<file path="src/inc/dcp_pkg.sv">
/*
  Constants shared by the disk controller CPU port: command field
  codes, status word bit positions, ECC codes, register offsets and
  timing figures.
  Assumes a single 40 MHz clock domain.
*/
`default_nettype none

package dcp_pkg;

  ////////////////////////////////////////////////////////////////////
  // Timing
  localparam int CLK_PERIOD_NS  = 25;   // MCLK period
  localparam int MICROCYCLE_NS  = 270;  // Processor microcycle
  localparam int PHASE2_NS      = 90;   // Phase-2 high window
  // Longest windows round down to whole cycles
  localparam int MICROCYCLE_CYC = MICROCYCLE_NS / CLK_PERIOD_NS;
  localparam int PHASE2_CYC     = PHASE2_NS / CLK_PERIOD_NS;

  ////////////////////////////////////////////////////////////////////
  // Command identity and command bits
  localparam logic [1:0] ID_READ  = 2'h0;
  localparam logic [1:0] ID_WRITE = 2'h1;
  localparam logic [1:0] ID_CTRL  = 2'h2;
  localparam logic [1:0] ID_NOP   = 2'h3;
  localparam logic [2:0] RD_STAT  = 3'h0;
  localparam logic [2:0] RD_ADDR  = 3'h1;
  localparam logic [2:0] RD_BYTE  = 3'h2;
  localparam logic [2:0] RD_WORD  = 3'h3;
  localparam logic [2:0] RD_PAT   = 3'h4;
  localparam logic [2:0] RD_POS   = 3'h5;
  localparam logic [2:0] CT_CLRBF = 3'h0;
  localparam logic [2:0] CT_CLRALL = 3'h3;

  ////////////////////////////////////////////////////////////////////
  // Status word bit positions
  localparam int SW_OPINC = 10;
  localparam int SW_DCHK  = 11;
  localparam int SW_DLATE = 12;
  localparam int SW_DRVE  = 14;
  localparam int SW_COMP  = 15;
  localparam int SW_ECCHI = 20;
  localparam int SW_ECCLO = 21;

  // ECC comparison codes, hi bit first
  localparam logic [1:0] ECC_NONE  = 2'h0;
  localparam logic [1:0] ECC_DATA  = 2'h1;
  localparam logic [1:0] ECC_NCORR = 2'h2;
  localparam logic [1:0] ECC_CORR  = 2'h3;

  ////////////////////////////////////////////////////////////////////
  // Register port
  localparam logic [3:0] REG_CTRL  = 4'h0;
  localparam logic [3:0] REG_STAT  = 4'h4;
  localparam int         CTRL_FIX  = 0;    // Fixed drive selected
  localparam logic       CTRL_RST  = 1'b0;

endpackage : dcp_pkg

`default_nettype wire

</file>
<file path="src/hdl/dcp_cpu_port.sv">
/*
  CPU side port of the disk controller: decodes port commands, keeps
  the error and ECC status, captures drive status bytes and answers
  read strobes. Also a small register port for software.
  Assumes all inputs synchronous to MCLK and the package dcp_pkg.
*/
// Strobed register access and the placing of the registers were chosen for this implementation.
`default_nettype none

module dcp_cpu_port (
  input  wire logic        MCLK,
  input  wire logic        RST_N,
  input  wire logic        CMD_STROBE,
  input  wire logic        DEV_SELECT_BIT,
  input  wire logic [4:0]  CMD_FIELD,
  input  wire logic        GATED_PHASE2_CLK,
  input  wire logic        READ_PORT,
  input  wire logic        ACCEL_SELECT,
  output logic      [31:0] CPU_RDATA,
  output logic             CPU_RDATA_OE,
  input  wire logic        EV_DATA_ECC,
  input  wire logic        EV_HDR_ECC,
  input  wire logic        EV_TIMEOUT,
  input  wire logic        EV_HDR_MISSING,
  input  wire logic        EV_BUF_LATE,
  input  wire logic        EV_DRIVE_ERR,
  input  wire logic        ECC_DONE,
  input  wire logic        ECC_ANY_ERR,
  input  wire logic        ECC_NONCORR,
  input  wire logic        ECC_CORR,
  input  wire logic [31:0] DISK_ADDR,
  input  wire logic [31:0] BUF_WORD,
  input  wire logic [12:0] ERR_PATTERN,
  input  wire logic [12:0] ERR_POSITION,
  input  wire logic        STATUS_SAMPLE,
  input  wire logic [2:0]  CART_STATE,
  input  wire logic        BRUSHES_HOME,
  input  wire logic        HEADS_OUT,
  input  wire logic        COVER_OPEN,
  input  wire logic        HEAD_SEL,
  input  wire logic        MULTI_SELECT_ERR,
  input  wire logic        VOLUME_CHANGED,
  input  wire logic        WRITE_GATE_ERR,
  input  wire logic        SPINDLE_ERR,
  input  wire logic        SEEK_TIMEOUT,
  input  wire logic        WRITE_LOCKED,
  input  wire logic        STRAY_WRITE_CURRENT,
  input  wire logic        WRITE_DATA_MISSING,
  input  wire logic [4:0]  SECTOR_COUNT,
  input  wire logic        DRIVE_FAULT,
  input  wire logic        ADDR_PLUG_VALID,
  input  wire logic        SEEK_ERR,
  input  wire logic        ON_CYLINDER,
  input  wire logic        DRIVE_READY,
  input  wire logic        WRITE_PROTECTED,
  input  wire logic [3:0]  REG_ADDR,
  input  wire logic [31:0] REG_WDATA,
  input  wire logic        REG_WR,
  input  wire logic        REG_RD,
  output logic      [31:0] REG_RDATA
);

  ////////////////////////////////////////////////////////////////////
  // Declarations
  logic        p2_q_ff;      // Phase-2 one cycle ago
  logic        cmd_take;     // Command accepted this cycle
  logic [1:0]  cmd_id;       // Identity pair
  logic [2:0]  cmd_op;       // Command bits
  logic        rd_cmd;       // Read command taken
  logic        clr_all;      // Clear-all control taken
  logic        clr_ptr;      // Byte pointer clear
  logic [5:0]  ev;           // Error events this cycle
  logic [5:0]  flg_ff;       // Sticky error events
  logic [1:0]  ecc_ff;       // Latched ECC code
  logic [1:0]  nxt_ecc;      // Encoded ECC code
  logic [7:0]  cart0_ff;     // Cartridge status byte one
  logic [7:0]  cart1_ff;     // Cartridge status byte two
  logic [7:0]  fix0_ff;      // Fixed drive status byte one
  logic [7:0]  fix1_ff;      // Fixed drive status byte two
  logic        byte_ptr_ff;  // Next status byte to hand out
  logic        fixed_ff;     // Drive type select
  logic [31:0] stat_word;    // Assembled status word
  logic [31:0] word_ff;      // Word staged by last read command
  logic [31:0] nxt_word;     // Word selected by read command
  logic        rd_req;       // Read strobe meant for this port
  logic [4:0]  err5;         // Error bits for checking

  ////////////////////////////////////////////////////////////////////
  // Command decode
  // Phase-2 edge picks one cycle per microcycle, since the strobe
  // stands for several MCLK cycles
  always_ff @(posedge MCLK)
  begin
    if (!RST_N)
      p2_q_ff <= 1'b0;
    else
      p2_q_ff <= GATED_PHASE2_CLK;
  end

  assign cmd_id = CMD_FIELD[4:3];
  assign cmd_op = CMD_FIELD[2:0];
  // Strobe and select in the same cycle, else ignored
  assign cmd_take = CMD_STROBE & DEV_SELECT_BIT
                  & GATED_PHASE2_CLK & ~p2_q_ff;
  // Identity 11 matches none of these decodes
  assign rd_cmd  = cmd_take & (cmd_id == dcp_pkg::ID_READ);
  assign clr_all = cmd_take & (cmd_id == dcp_pkg::ID_CTRL)
                 & (cmd_op == dcp_pkg::CT_CLRALL);
  assign clr_ptr = clr_all | (cmd_take & (cmd_id == dcp_pkg::ID_CTRL)
                 & (cmd_op == dcp_pkg::CT_CLRBF));

  ////////////////////////////////////////////////////////////////////
  // Sticky error events; a new event wins over the clear
  assign ev = {EV_DRIVE_ERR, EV_BUF_LATE, EV_HDR_MISSING,
               EV_TIMEOUT, EV_HDR_ECC, EV_DATA_ECC};

  always_ff @(posedge MCLK)
  begin
    if (!RST_N)
      flg_ff <= 6'h00;
    else
      flg_ff <= (flg_ff & ~{6{clr_all}}) | ev;
  end

  ////////////////////////////////////////////////////////////////////
  // ECC comparison code
  always_comb
  begin
    if (!ECC_ANY_ERR)
      nxt_ecc = dcp_pkg::ECC_NONE;
    else if (ECC_CORR)
      nxt_ecc = dcp_pkg::ECC_CORR;
    else if (ECC_NONCORR)
      nxt_ecc = dcp_pkg::ECC_NCORR;
    else
      nxt_ecc = dcp_pkg::ECC_DATA;
  end

  // A finishing comparison wins over a clear
  always_ff @(posedge MCLK)
  begin
    if (!RST_N)
      ecc_ff <= dcp_pkg::ECC_NONE;
    else if (ECC_DONE)
      ecc_ff <= nxt_ecc;
    else if (clr_all)
      ecc_ff <= dcp_pkg::ECC_NONE;
  end

  ////////////////////////////////////////////////////////////////////
  // Status word; each error bit is the OR of the events that imply it
  always_comb
  begin
    stat_word = 32'h0000_0000;
    stat_word[dcp_pkg::SW_OPINC] = flg_ff[1] | flg_ff[2]
                                 | flg_ff[3];
    stat_word[dcp_pkg::SW_DCHK]  = flg_ff[0] | flg_ff[1];
    stat_word[dcp_pkg::SW_DLATE] = flg_ff[3] | flg_ff[4];
    stat_word[dcp_pkg::SW_DRVE]  = flg_ff[5];
    stat_word[dcp_pkg::SW_COMP]  = |flg_ff;
    stat_word[dcp_pkg::SW_ECCHI] = ecc_ff[1];
    stat_word[dcp_pkg::SW_ECCLO] = ecc_ff[0];
  end

  ////////////////////////////////////////////////////////////////////
  // Drive status capture; sector count is frozen at the sample
  always_ff @(posedge MCLK)
  begin
    if (!RST_N)
    begin
      cart0_ff <= 8'h00;
      cart1_ff <= 8'h00;
      fix0_ff  <= 8'h00;
      fix1_ff  <= 8'h00;
    end
    else if (STATUS_SAMPLE)
    begin
      cart0_ff <= {1'b0, HEAD_SEL, COVER_OPEN, HEADS_OUT,
                   BRUSHES_HOME, CART_STATE};
      cart1_ff <= {WRITE_DATA_MISSING, STRAY_WRITE_CURRENT,
                   WRITE_LOCKED, SEEK_TIMEOUT,
                   SPINDLE_ERR, WRITE_GATE_ERR,
                   VOLUME_CHANGED, MULTI_SELECT_ERR};
      fix0_ff  <= {3'h0, SECTOR_COUNT};
      fix1_ff  <= {2'h0, WRITE_PROTECTED, DRIVE_READY, ON_CYLINDER,
                   SEEK_ERR, ADDR_PLUG_VALID, DRIVE_FAULT};
    end
  end

  ////////////////////////////////////////////////////////////////////
  // Byte pointer: successive byte reads give byte one then two
  always_ff @(posedge MCLK)
  begin
    if (!RST_N)
      byte_ptr_ff <= 1'b0;
    else if (clr_ptr)
      byte_ptr_ff <= 1'b0;
    else if (rd_cmd && cmd_op == dcp_pkg::RD_BYTE)
      byte_ptr_ff <= ~byte_ptr_ff;
  end

  ////////////////////////////////////////////////////////////////////
  // Word staged by a read command
  always_comb
  begin
    nxt_word = 32'h0000_0000;
    unique case (cmd_op)
      dcp_pkg::RD_STAT: nxt_word = stat_word;
      dcp_pkg::RD_ADDR: nxt_word = DISK_ADDR;
      dcp_pkg::RD_BYTE:
        // Byte chosen by drive type and pointer
        unique case ({fixed_ff, byte_ptr_ff})
          2'h0: nxt_word[7:0] = cart0_ff;
          2'h1: nxt_word[7:0] = cart1_ff;
          2'h2: nxt_word[7:0] = fix0_ff;
          2'h3: nxt_word[7:0] = fix1_ff;
        endcase
      dcp_pkg::RD_WORD: nxt_word = BUF_WORD;
      dcp_pkg::RD_PAT:  nxt_word[12:0] = ERR_PATTERN;
      dcp_pkg::RD_POS:  nxt_word[12:0] = ERR_POSITION;
      default:          nxt_word = 32'h0000_0000; // Unused codes
    endcase
  end

  always_ff @(posedge MCLK)
  begin
    if (!RST_N)
      word_ff <= 32'h0000_0000;
    else if (rd_cmd)
      word_ff <= nxt_word;
  end

  ////////////////////////////////////////////////////////////////////
  // Read strobe answer; accelerator reads leave the lines to it
  assign rd_req = READ_PORT & ~ACCEL_SELECT;

  always_ff @(posedge MCLK)
  begin
    if (!RST_N)
    begin
      CPU_RDATA    <= 32'h0000_0000;
      CPU_RDATA_OE <= 1'b0;
    end
    else
    begin
      CPU_RDATA    <= rd_req ? word_ff : 32'h0000_0000;
      CPU_RDATA_OE <= rd_req;
    end
  end

  ////////////////////////////////////////////////////////////////////
  // Register port: control write, status read one cycle later
  always_ff @(posedge MCLK)
  begin
    if (!RST_N)
      fixed_ff <= dcp_pkg::CTRL_RST;
    else if (REG_WR && REG_ADDR == dcp_pkg::REG_CTRL)
      fixed_ff <= REG_WDATA[dcp_pkg::CTRL_FIX];
  end

  // Unmapped offsets read zero
  always_ff @(posedge MCLK)
  begin
    if (!RST_N)
      REG_RDATA <= 32'h0000_0000;
    else if (REG_RD && REG_ADDR == dcp_pkg::REG_CTRL)
      REG_RDATA <= {31'h0000_0000, fixed_ff};
    else if (REG_RD && REG_ADDR == dcp_pkg::REG_STAT)
      REG_RDATA <= stat_word;
    else
      REG_RDATA <= 32'h0000_0000;
  end

  ////////////////////////////////////////////////////////////////////
  // Checks
  assign err5 = {stat_word[dcp_pkg::SW_COMP], stat_word[dcp_pkg::SW_DRVE],
                 stat_word[dcp_pkg::SW_DLATE], stat_word[dcp_pkg::SW_DCHK],
                 stat_word[dcp_pkg::SW_OPINC]};
endmodule : dcp_cpu_port

`default_nettype wire

</file>
<file path="config.mk">
export PLATFORM = sky130hd
export DESIGN_NAME = dcp_cpu_port
export DESIGN_NICKNAME = d
export VERILOG_FILES = /design/src/inc/dcp_pkg.sv /design/src/hdl/dcp_cpu_port.sv
export SDC_FILE = /design/constraint.sdc
export NUM_CORES = 1
export LEC_CHECK = 0
export BUFFER_PORTS_ARGS = -buffer_cell sky130_fd_sc_hd__buf_2
export CORE_MARGIN = 3
export CORE_UTILIZATION = 46
export DETAILED_ROUTE_END_ITERATION = 12
export GPL_TIMING_DRIVEN = 0
export PLACE_DENSITY = 0.77
export SETUP_SLACK_MARGIN = 0.05
export SLEW_MARGIN = 20
export SYNTH_ARGS = -nofsm -noshare
export SYNTH_HDL_FRONTEND = slang
export SYNTH_SLANG_ARGS = --single-unit
</file>
<file path="constraint.sdc">
create_clock -name MCLK -period 2 [get_ports MCLK]
set_clock_uncertainty 0.05 [all_clocks]
set_input_delay 0.3 -clock MCLK [delete_from_list [all_inputs] [get_ports MCLK]]
set_output_delay 0.3 -clock MCLK [all_outputs]
set_load 0.01 [all_outputs]
</file>
Yosys cells after proc, flatten, opt, wreduce, memory -nomap -nowiden

Cells that the tools add are included.
Widths: inputs -> output; s select.

Eq/ne operators: 10
Mux-type cells: 10
Bitwise gates (word level): 21
Reduce and logical (&&, ||, !) cells: 13

Operators with widths:

| operator           | count |
|---|---|
| $pmux 19 s3        | 1 |
| $pmux 8 s5         | 1 |
| $pmux 8 s4         | 1 |
| $pmux 5 s5         | 1 |
| $mux 2             | 5 |
| $and 1x1->1        | 8 |
| $and 6x6->6        | 1 |
| $eq 2x2->1 const B | 3 |
| $eq 3x2->1 const B | 2 |
| $eq 3x3->1 const B | 2 |
| $not 6->6          | 1 |
| $or 6x6->6         | 1 |
| $reduce_or 6->1    | 1 |
| $not 1->1          | 5 |
| $or 1x1->1         | 5 |
| $eq 4x3->1 const B | 1 |
| $logic_and 1x1->1  | 4 |
| $logic_not 2->1    | 2 |
| $logic_not 4->1    | 1 |
| $eq 3x1->1 const B | 1 |
| $logic_not 3->1    | 1 |
| $reduce_or 3->1    | 1 |
| $eq 2x1->1 const B | 1 |
| $reduce_and 2->1   | 1 |
| other kinds (3)    | 3 |

Bits in registers: 110
Bits of input ports: 177
Output and inout port bits: 65
Logic and storage cells: 68

Logic depth before layout (Yosys ltp)

Depth after elaboration: 8
Mapped depth: 7
Mapped depth without buffers: 4

Least setup slack after synthesis

OpenSTA, ideal clock, no wires.

Path kind: input -> register
Start point: in CMD_FIELD[3]
End point: reg word_ff[11]
Setup time: 117 ps
Arrival time: 1477 ps
Data required time: 1833 ps
Setup slack: 356 ps
Stages: 5
Path buffers: 1
Cell sequence: nand4bb_1 or3b_4 and2_2 buf_2 a22o_1

Word-level cells in the longest chain between the ends: 2

Ends and longest elaborated chain:

| element              | line                | source |
|---|---|---|
| from (decl)          | dcp_cpu_port.sv:15  | `input wire logic [4:0] CMD_FIELD,` |
| $logic_not 2->1      | dcp_cpu_port.sv:106 | `assign rd_cmd = cmd_take & (cmd_id == dcp_pkg::ID_READ);` |
| $and 1x1->1          | dcp_cpu_port.sv:106 |  |
| to (signal assigned) | dcp_cpu_port.sv:230 | `word_ff <= nxt_word;` |
| to (decl)            | dcp_cpu_port.sv:83  | `logic [31:0] word_ff;` |

Every way passes these cells.
A chain may end at the register's enable or synchronous reset.

Worst setup path after layout

Start point: reg p2_q_ff
End point: reg word_ff[31]

Word-level cells in the longest chain between the ends: 3

Ends and longest elaborated chain:

| element                | line                | source |
|---|---|---|
| from (decl)            | dcp_cpu_port.sv:65  | `logic p2_q_ff;` |
| from (signal assigned) | dcp_cpu_port.sv:95  | `p2_q_ff <= 1'b0;` |
| from (signal assigned) | dcp_cpu_port.sv:97  | `p2_q_ff <= GATED_PHASE2_CLK;` |
| $not 1->1              | dcp_cpu_port.sv:104 | `& GATED_PHASE2_CLK & ~p2_q_ff;` |
| $and 1x1->1            | dcp_cpu_port.sv:104 |  |
| $and 1x1->1            | dcp_cpu_port.sv:106 |  |

Every way passes these cells.

==> results by stage <==
Outcome:
- The flow ran to the end, and the final reports show no timing, DRC or antenna violations.

STA:
- The number of failing hold endpoints at the final stage came to 0.
- The final count of pins violating max slew is 0.
- Setup repair after global routing left no endpoint under its margin.
- Static timing analysis puts the maximum clock frequency at 0.568 GHz.
- Setup slack closes at 0.238 ns.
- The number of endpoints failing setup at the final stage is 0.
- For the pin with the worst max-slew slack, the measured transition is 0.865 ns.
- In this run the tightest slew margin relative to its limit is 42.2%.
- The routed design could run at a clock period as short as 1.76 ns.
- The period utilization is 88.1%.
- Final hold analysis gives a worst-case slack of 0.115 ns.
- Summed over all failing endpoints, the final setup total negative slack is 0 ns.

Floorplan:
- The initial cell density of the core is 47.8%.
- The die is 107 um tall.
- During I/O placement, the number of pins put on the boundary was 242.
- The core box area is 9910 um^2.
- The placement row count is 36.
- The die footprint is 11500 um^2.
- The die is 107 um wide.

Yosys:
- The area fraction in and, or, nand and nor cells after synthesis is 15.8%.
- By area the synthesized netlist is led by dfxtp_1, mux2i_1, and2_1, buf_4, nor2_1.
- The cell taking the most area after synthesis is dfxtp_1.
- The number of library cell types mapped by synthesis is 47.
- By area, the combinational part of the netlist is dominated by multiplexers.
- The share of synthesized cell area in full adder, half adder and majority cells is 0%.
- The Yosys warning count is 0.
- The synthesized instance count is 475.
- Summing every instance area after synthesis gives 4730 um^2.
- The area share of the largest cell type after synthesis is 46.5%.
- A synthesized cell averages 9.97 um^2.
- The sequential area share after synthesis is 46.5%.
- The fraction of the mapped netlist area in compound gates is 12.2%.
- The fraction of synthesized area in multiplexers is 17.2%.
- The flip-flop and latch count after synthesis is 110.
- Summing the areas of all xor and xnor instances in the mapped netlist gives 0% of the synthesized area.

Critical path:
- The largest fanout on the critical path is 10.
- The slowest cell on the critical path is or3b_4.
- The delay of the slowest cell on the worst path is 0.44 ns.
- The reg-to-reg critical path startpoint is p2_q_ff$_SDFF_PN0_.
- The start-to-end type of the worst setup path is flip-flop to flip-flop.
- The worst reg2reg path endpoint is word_ff[31]$_SDFFE_PN0P_.
- The cell family contributing the most delay on the critical path is simple AND/OR/NAND/NOR gates.
- STA puts the critical path data required time at 2.23 ns.
- The setup check on the worst reg-to-reg path leaves a slack of 0.24 ns.
- The critical path goes through nand4bb_1, or3b_4, buf_6, or3_1, a21oi_1.
- Counting both buffers and inverters, the worst setup path holds a total of 1.
- The kind of end point of the critical path is a flip-flop.
- The arrival time reported for the critical path endpoint is 2.00 ns.
- The worst setup path is launched from a flip-flop.
- The number of cells on the worst reg-to-reg path is 5.

Global routing:
- The largest net degree at the start of global routing is 22.
- Global routing finished with a remaining overflow of 0.
- The number of antenna violations at the first check in global routing came to 2.
- The global-route wire length before repair is 19100 um.
- The overall fraction of global-route tracks in use is 20.9%.
- The via count of the first global-routing pass is 3936.

Pwr:
- Sequential cells burn 55.2% of the power.
- Net switching is 26.9% of the power.
- The share of total power in the clock network is 31.2%.
- For this design the static power due to leakage is 0.00292 uW.
- The internal power is 3010 uW.
- The fraction of power consumed by combinational cells is 13.6%.
- The power spent charging and discharging nets is 1110 uW.
- The largest voltage drop on the vdd net is 494 uV.
- The power density over cell area is 675 nW/um^2.

Finish:
- The net count reported at finish is 868.
- From synthesis to final layout, the design area changed by 28.9%.
- The non-filler instance count after layout is 830.
- Cells fill 61.6% of the core in the end.
- The most common library cell in the layout ignoring fill and taps is buf_2.
- The top cell types in the final layout, fill and taps aside, are buf_2, dfxtp_1, mux2i_1.
- Of the cells placed in the final design, the portion with a size suffix greater than 1 is 35.9%.

Route:
- For this run, design rule violations remaining after detail routing come to 0.
- The first detailed-routing pass ran for 4 iterations.
- The violation count after the first detailed-routing iteration is 135.
- The number of vias in the routed layout is 4103.
- In the routed layout, each cell is associated on average with a via count of 4.94.
- In this run the remaining antenna-violating nets after routing total 0.
- The total detailed-routing wirelength is 12700 um.
- After detailed routing, the average wire length per cell comes to 15.3 um.

Clock tree:
- Buffers inserted during clock tree synthesis total 9.
- TritonCTS built the clock tree.
- The post-cts gate resize count is 0.
- Hold repair after CTS inserted 0 buffers.
- In this run the clock root is driven by a clkbuf_8.
- The number of setup buffers added after CTS is 0.
- The clock slew seen by the registers of the worst setup and hold paths is 0.11 ns.
- The H-tree was split into 3 levels.
- The later-pin clock latency in the skew report is 0.35 ns.
- No sink is reached through more buffers than the 2 on the longest clock path.
- The sink count of the clock tree is 110.

Worst hold path:
- The hold path depth is 2.
- The startpoint of the most critical hold path is GATED_PHASE2_CLK.
- The path type of the worst min-delay path is primary input to flip-flop.
- The worst hold endpoint is p2_q_ff$_SDFF_PN0_.

Placement:
- The weighted congestion at the end of routability-driven global placement is 0.864.
- The worst setup slack after placement is 0.115 ns.
- Input and output buffers added on the ports amount to 183.
- Counting tap cells, the placed design contains a total of 814 instances.
- The final HPWL from detailed placement is 10200 um.

Job:
- The tool flagged a number of max-cap violations equal to 0.
[worst max-delay path by stage]
stage | end | depth (start not counted) | start
2_1_floorplan | word_ff[11]$_SDFFE_PN0P_ | 5 | CMD_FIELD[3]
3_3_place_gp | flg_ff[2]$_SDFF_PN0_ | 5 | CMD_FIELD[2]
3_5_place_dp | flg_ff[3]$_SDFF_PN0_ | 5 | CMD_FIELD[2]
4_1_cts | word_ff[2]$_SDFFE_PN0P_ | 4 | fixed_ff$_SDFFE_PN0P_
5_1_grt | word_ff[2]$_SDFFE_PN0P_ | 4 | byte_ptr_ff$_SDFFE_PP0P_
6_report | word_ff[31]$_SDFFE_PN0P_ | 5 | p2_q_ff$_SDFF_PN0_
[state kept, by name, summed over array words and instances, names as in the netlist]
register and flops:
CPU_RDATA 32, word_ff 32, REG_RDATA 8, cart1_ff 8, cart0_ff 7, fix1_ff 6, flg_ff 6, fix0_ff 5
ecc_ff 2, CPU_RDATA_OE 1, byte_ptr_ff 1, fixed_ff 1, p2_q_ff 1
[metal layers]
metal  track usage, %  vias up  share of wire, %
li1                 -     2066                 -
met1             26.2     1860                42
met4             6.85        4              0.86
met3             4.98       14               7.7
met2             35.5      159                49
met5                0        -              0.11
[kinds of logic (layout without fill, tap and decap cells)]
kind of cell	after synthesis	count (layout)
AND/OR/NAND/NOR	143	143
flip-flops	110	110
AO/OA/AOI/OAI	82	82
multiplexers	75	75
buffers and inverters	64	262
other	1	25
[through the flow]
stage          power (uW)  area, um^2
6_report             4120        6100
3_3_place_gp         2870        5900
2_1_floorplan        2640        4820
5_1_grt              4300        6100
3_5_place_dp         2880        5900
4_1_cts              4150        6100
[synthesized netlist by cell type (all sizes together)]
| library cell | count |
|---|---|
| inv | 6 |
| a22o | 11 |
| a2111o | 1 |
| nor4 | 1 |
| or2b | 1 |
| o21ai | 5 |
| nand2b | 2 |
| clkbuf | 19 |
| o21a | 1 |
| or3b | 2 |
| o22ai | 4 |
| dfxtp | 110 |
| nand3 | 10 |
| nor3b | 2 |
| mux2 | 1 |
| and4 | 1 |
| nor3 | 4 |
| nor2 | 44 |
| or4 | 2 |
| buf | 39 |
| o41ai | 1 |
| or3 | 15 |
| a211oi | 1 |
| nand4bb | 1 |
| a21oi | 31 |
| o32ai | 5 |
| and2 | 35 |
| nand2 | 18 |
| nor2b | 2 |
| conb | 1 |
| o31a | 3 |
| mux4 | 5 |
| o31ai | 3 |
| mux2i | 69 |
| o2bb2ai | 10 |
| a32oi | 1 |
| nor4b | 1 |
| a31oi | 1 |
| a211o | 3 |
| nand4 | 2 |
| a311oi | 1 |
[area by class of cell]
type | count | area [um^2]
Tap cell | 133 | 166
Inverter | 6 | 22.5
Antenna cell | 1 | 2.50
Clock buffer | 9 | 124
Fill cell | 885 | 3810
Sequential cell | 110 | 2200
Multi-Input combinational cell | 324 | 2230
Buffer | 57 | 360
Clock inverter | 7 | 76.3
Timing Repair Buffer | 183 | 916
[power by group through the flow]
| stage | sequential (uW) | combinational (uW) | clock (uW) |
|---|---|---|---|
| after floorplan | 2310 | 330 | 0 |
| after global placement | 2320 | 547 | 0 |
| after detailed placement | 2320 | 556 | 0 |
| after global routing | 2280 | 615 | 1410 |
| final | 2270 | 559 | 1290 |
| after CTS | 2270 | 558 | 1320 |
(Power assumes the default switching activity.)
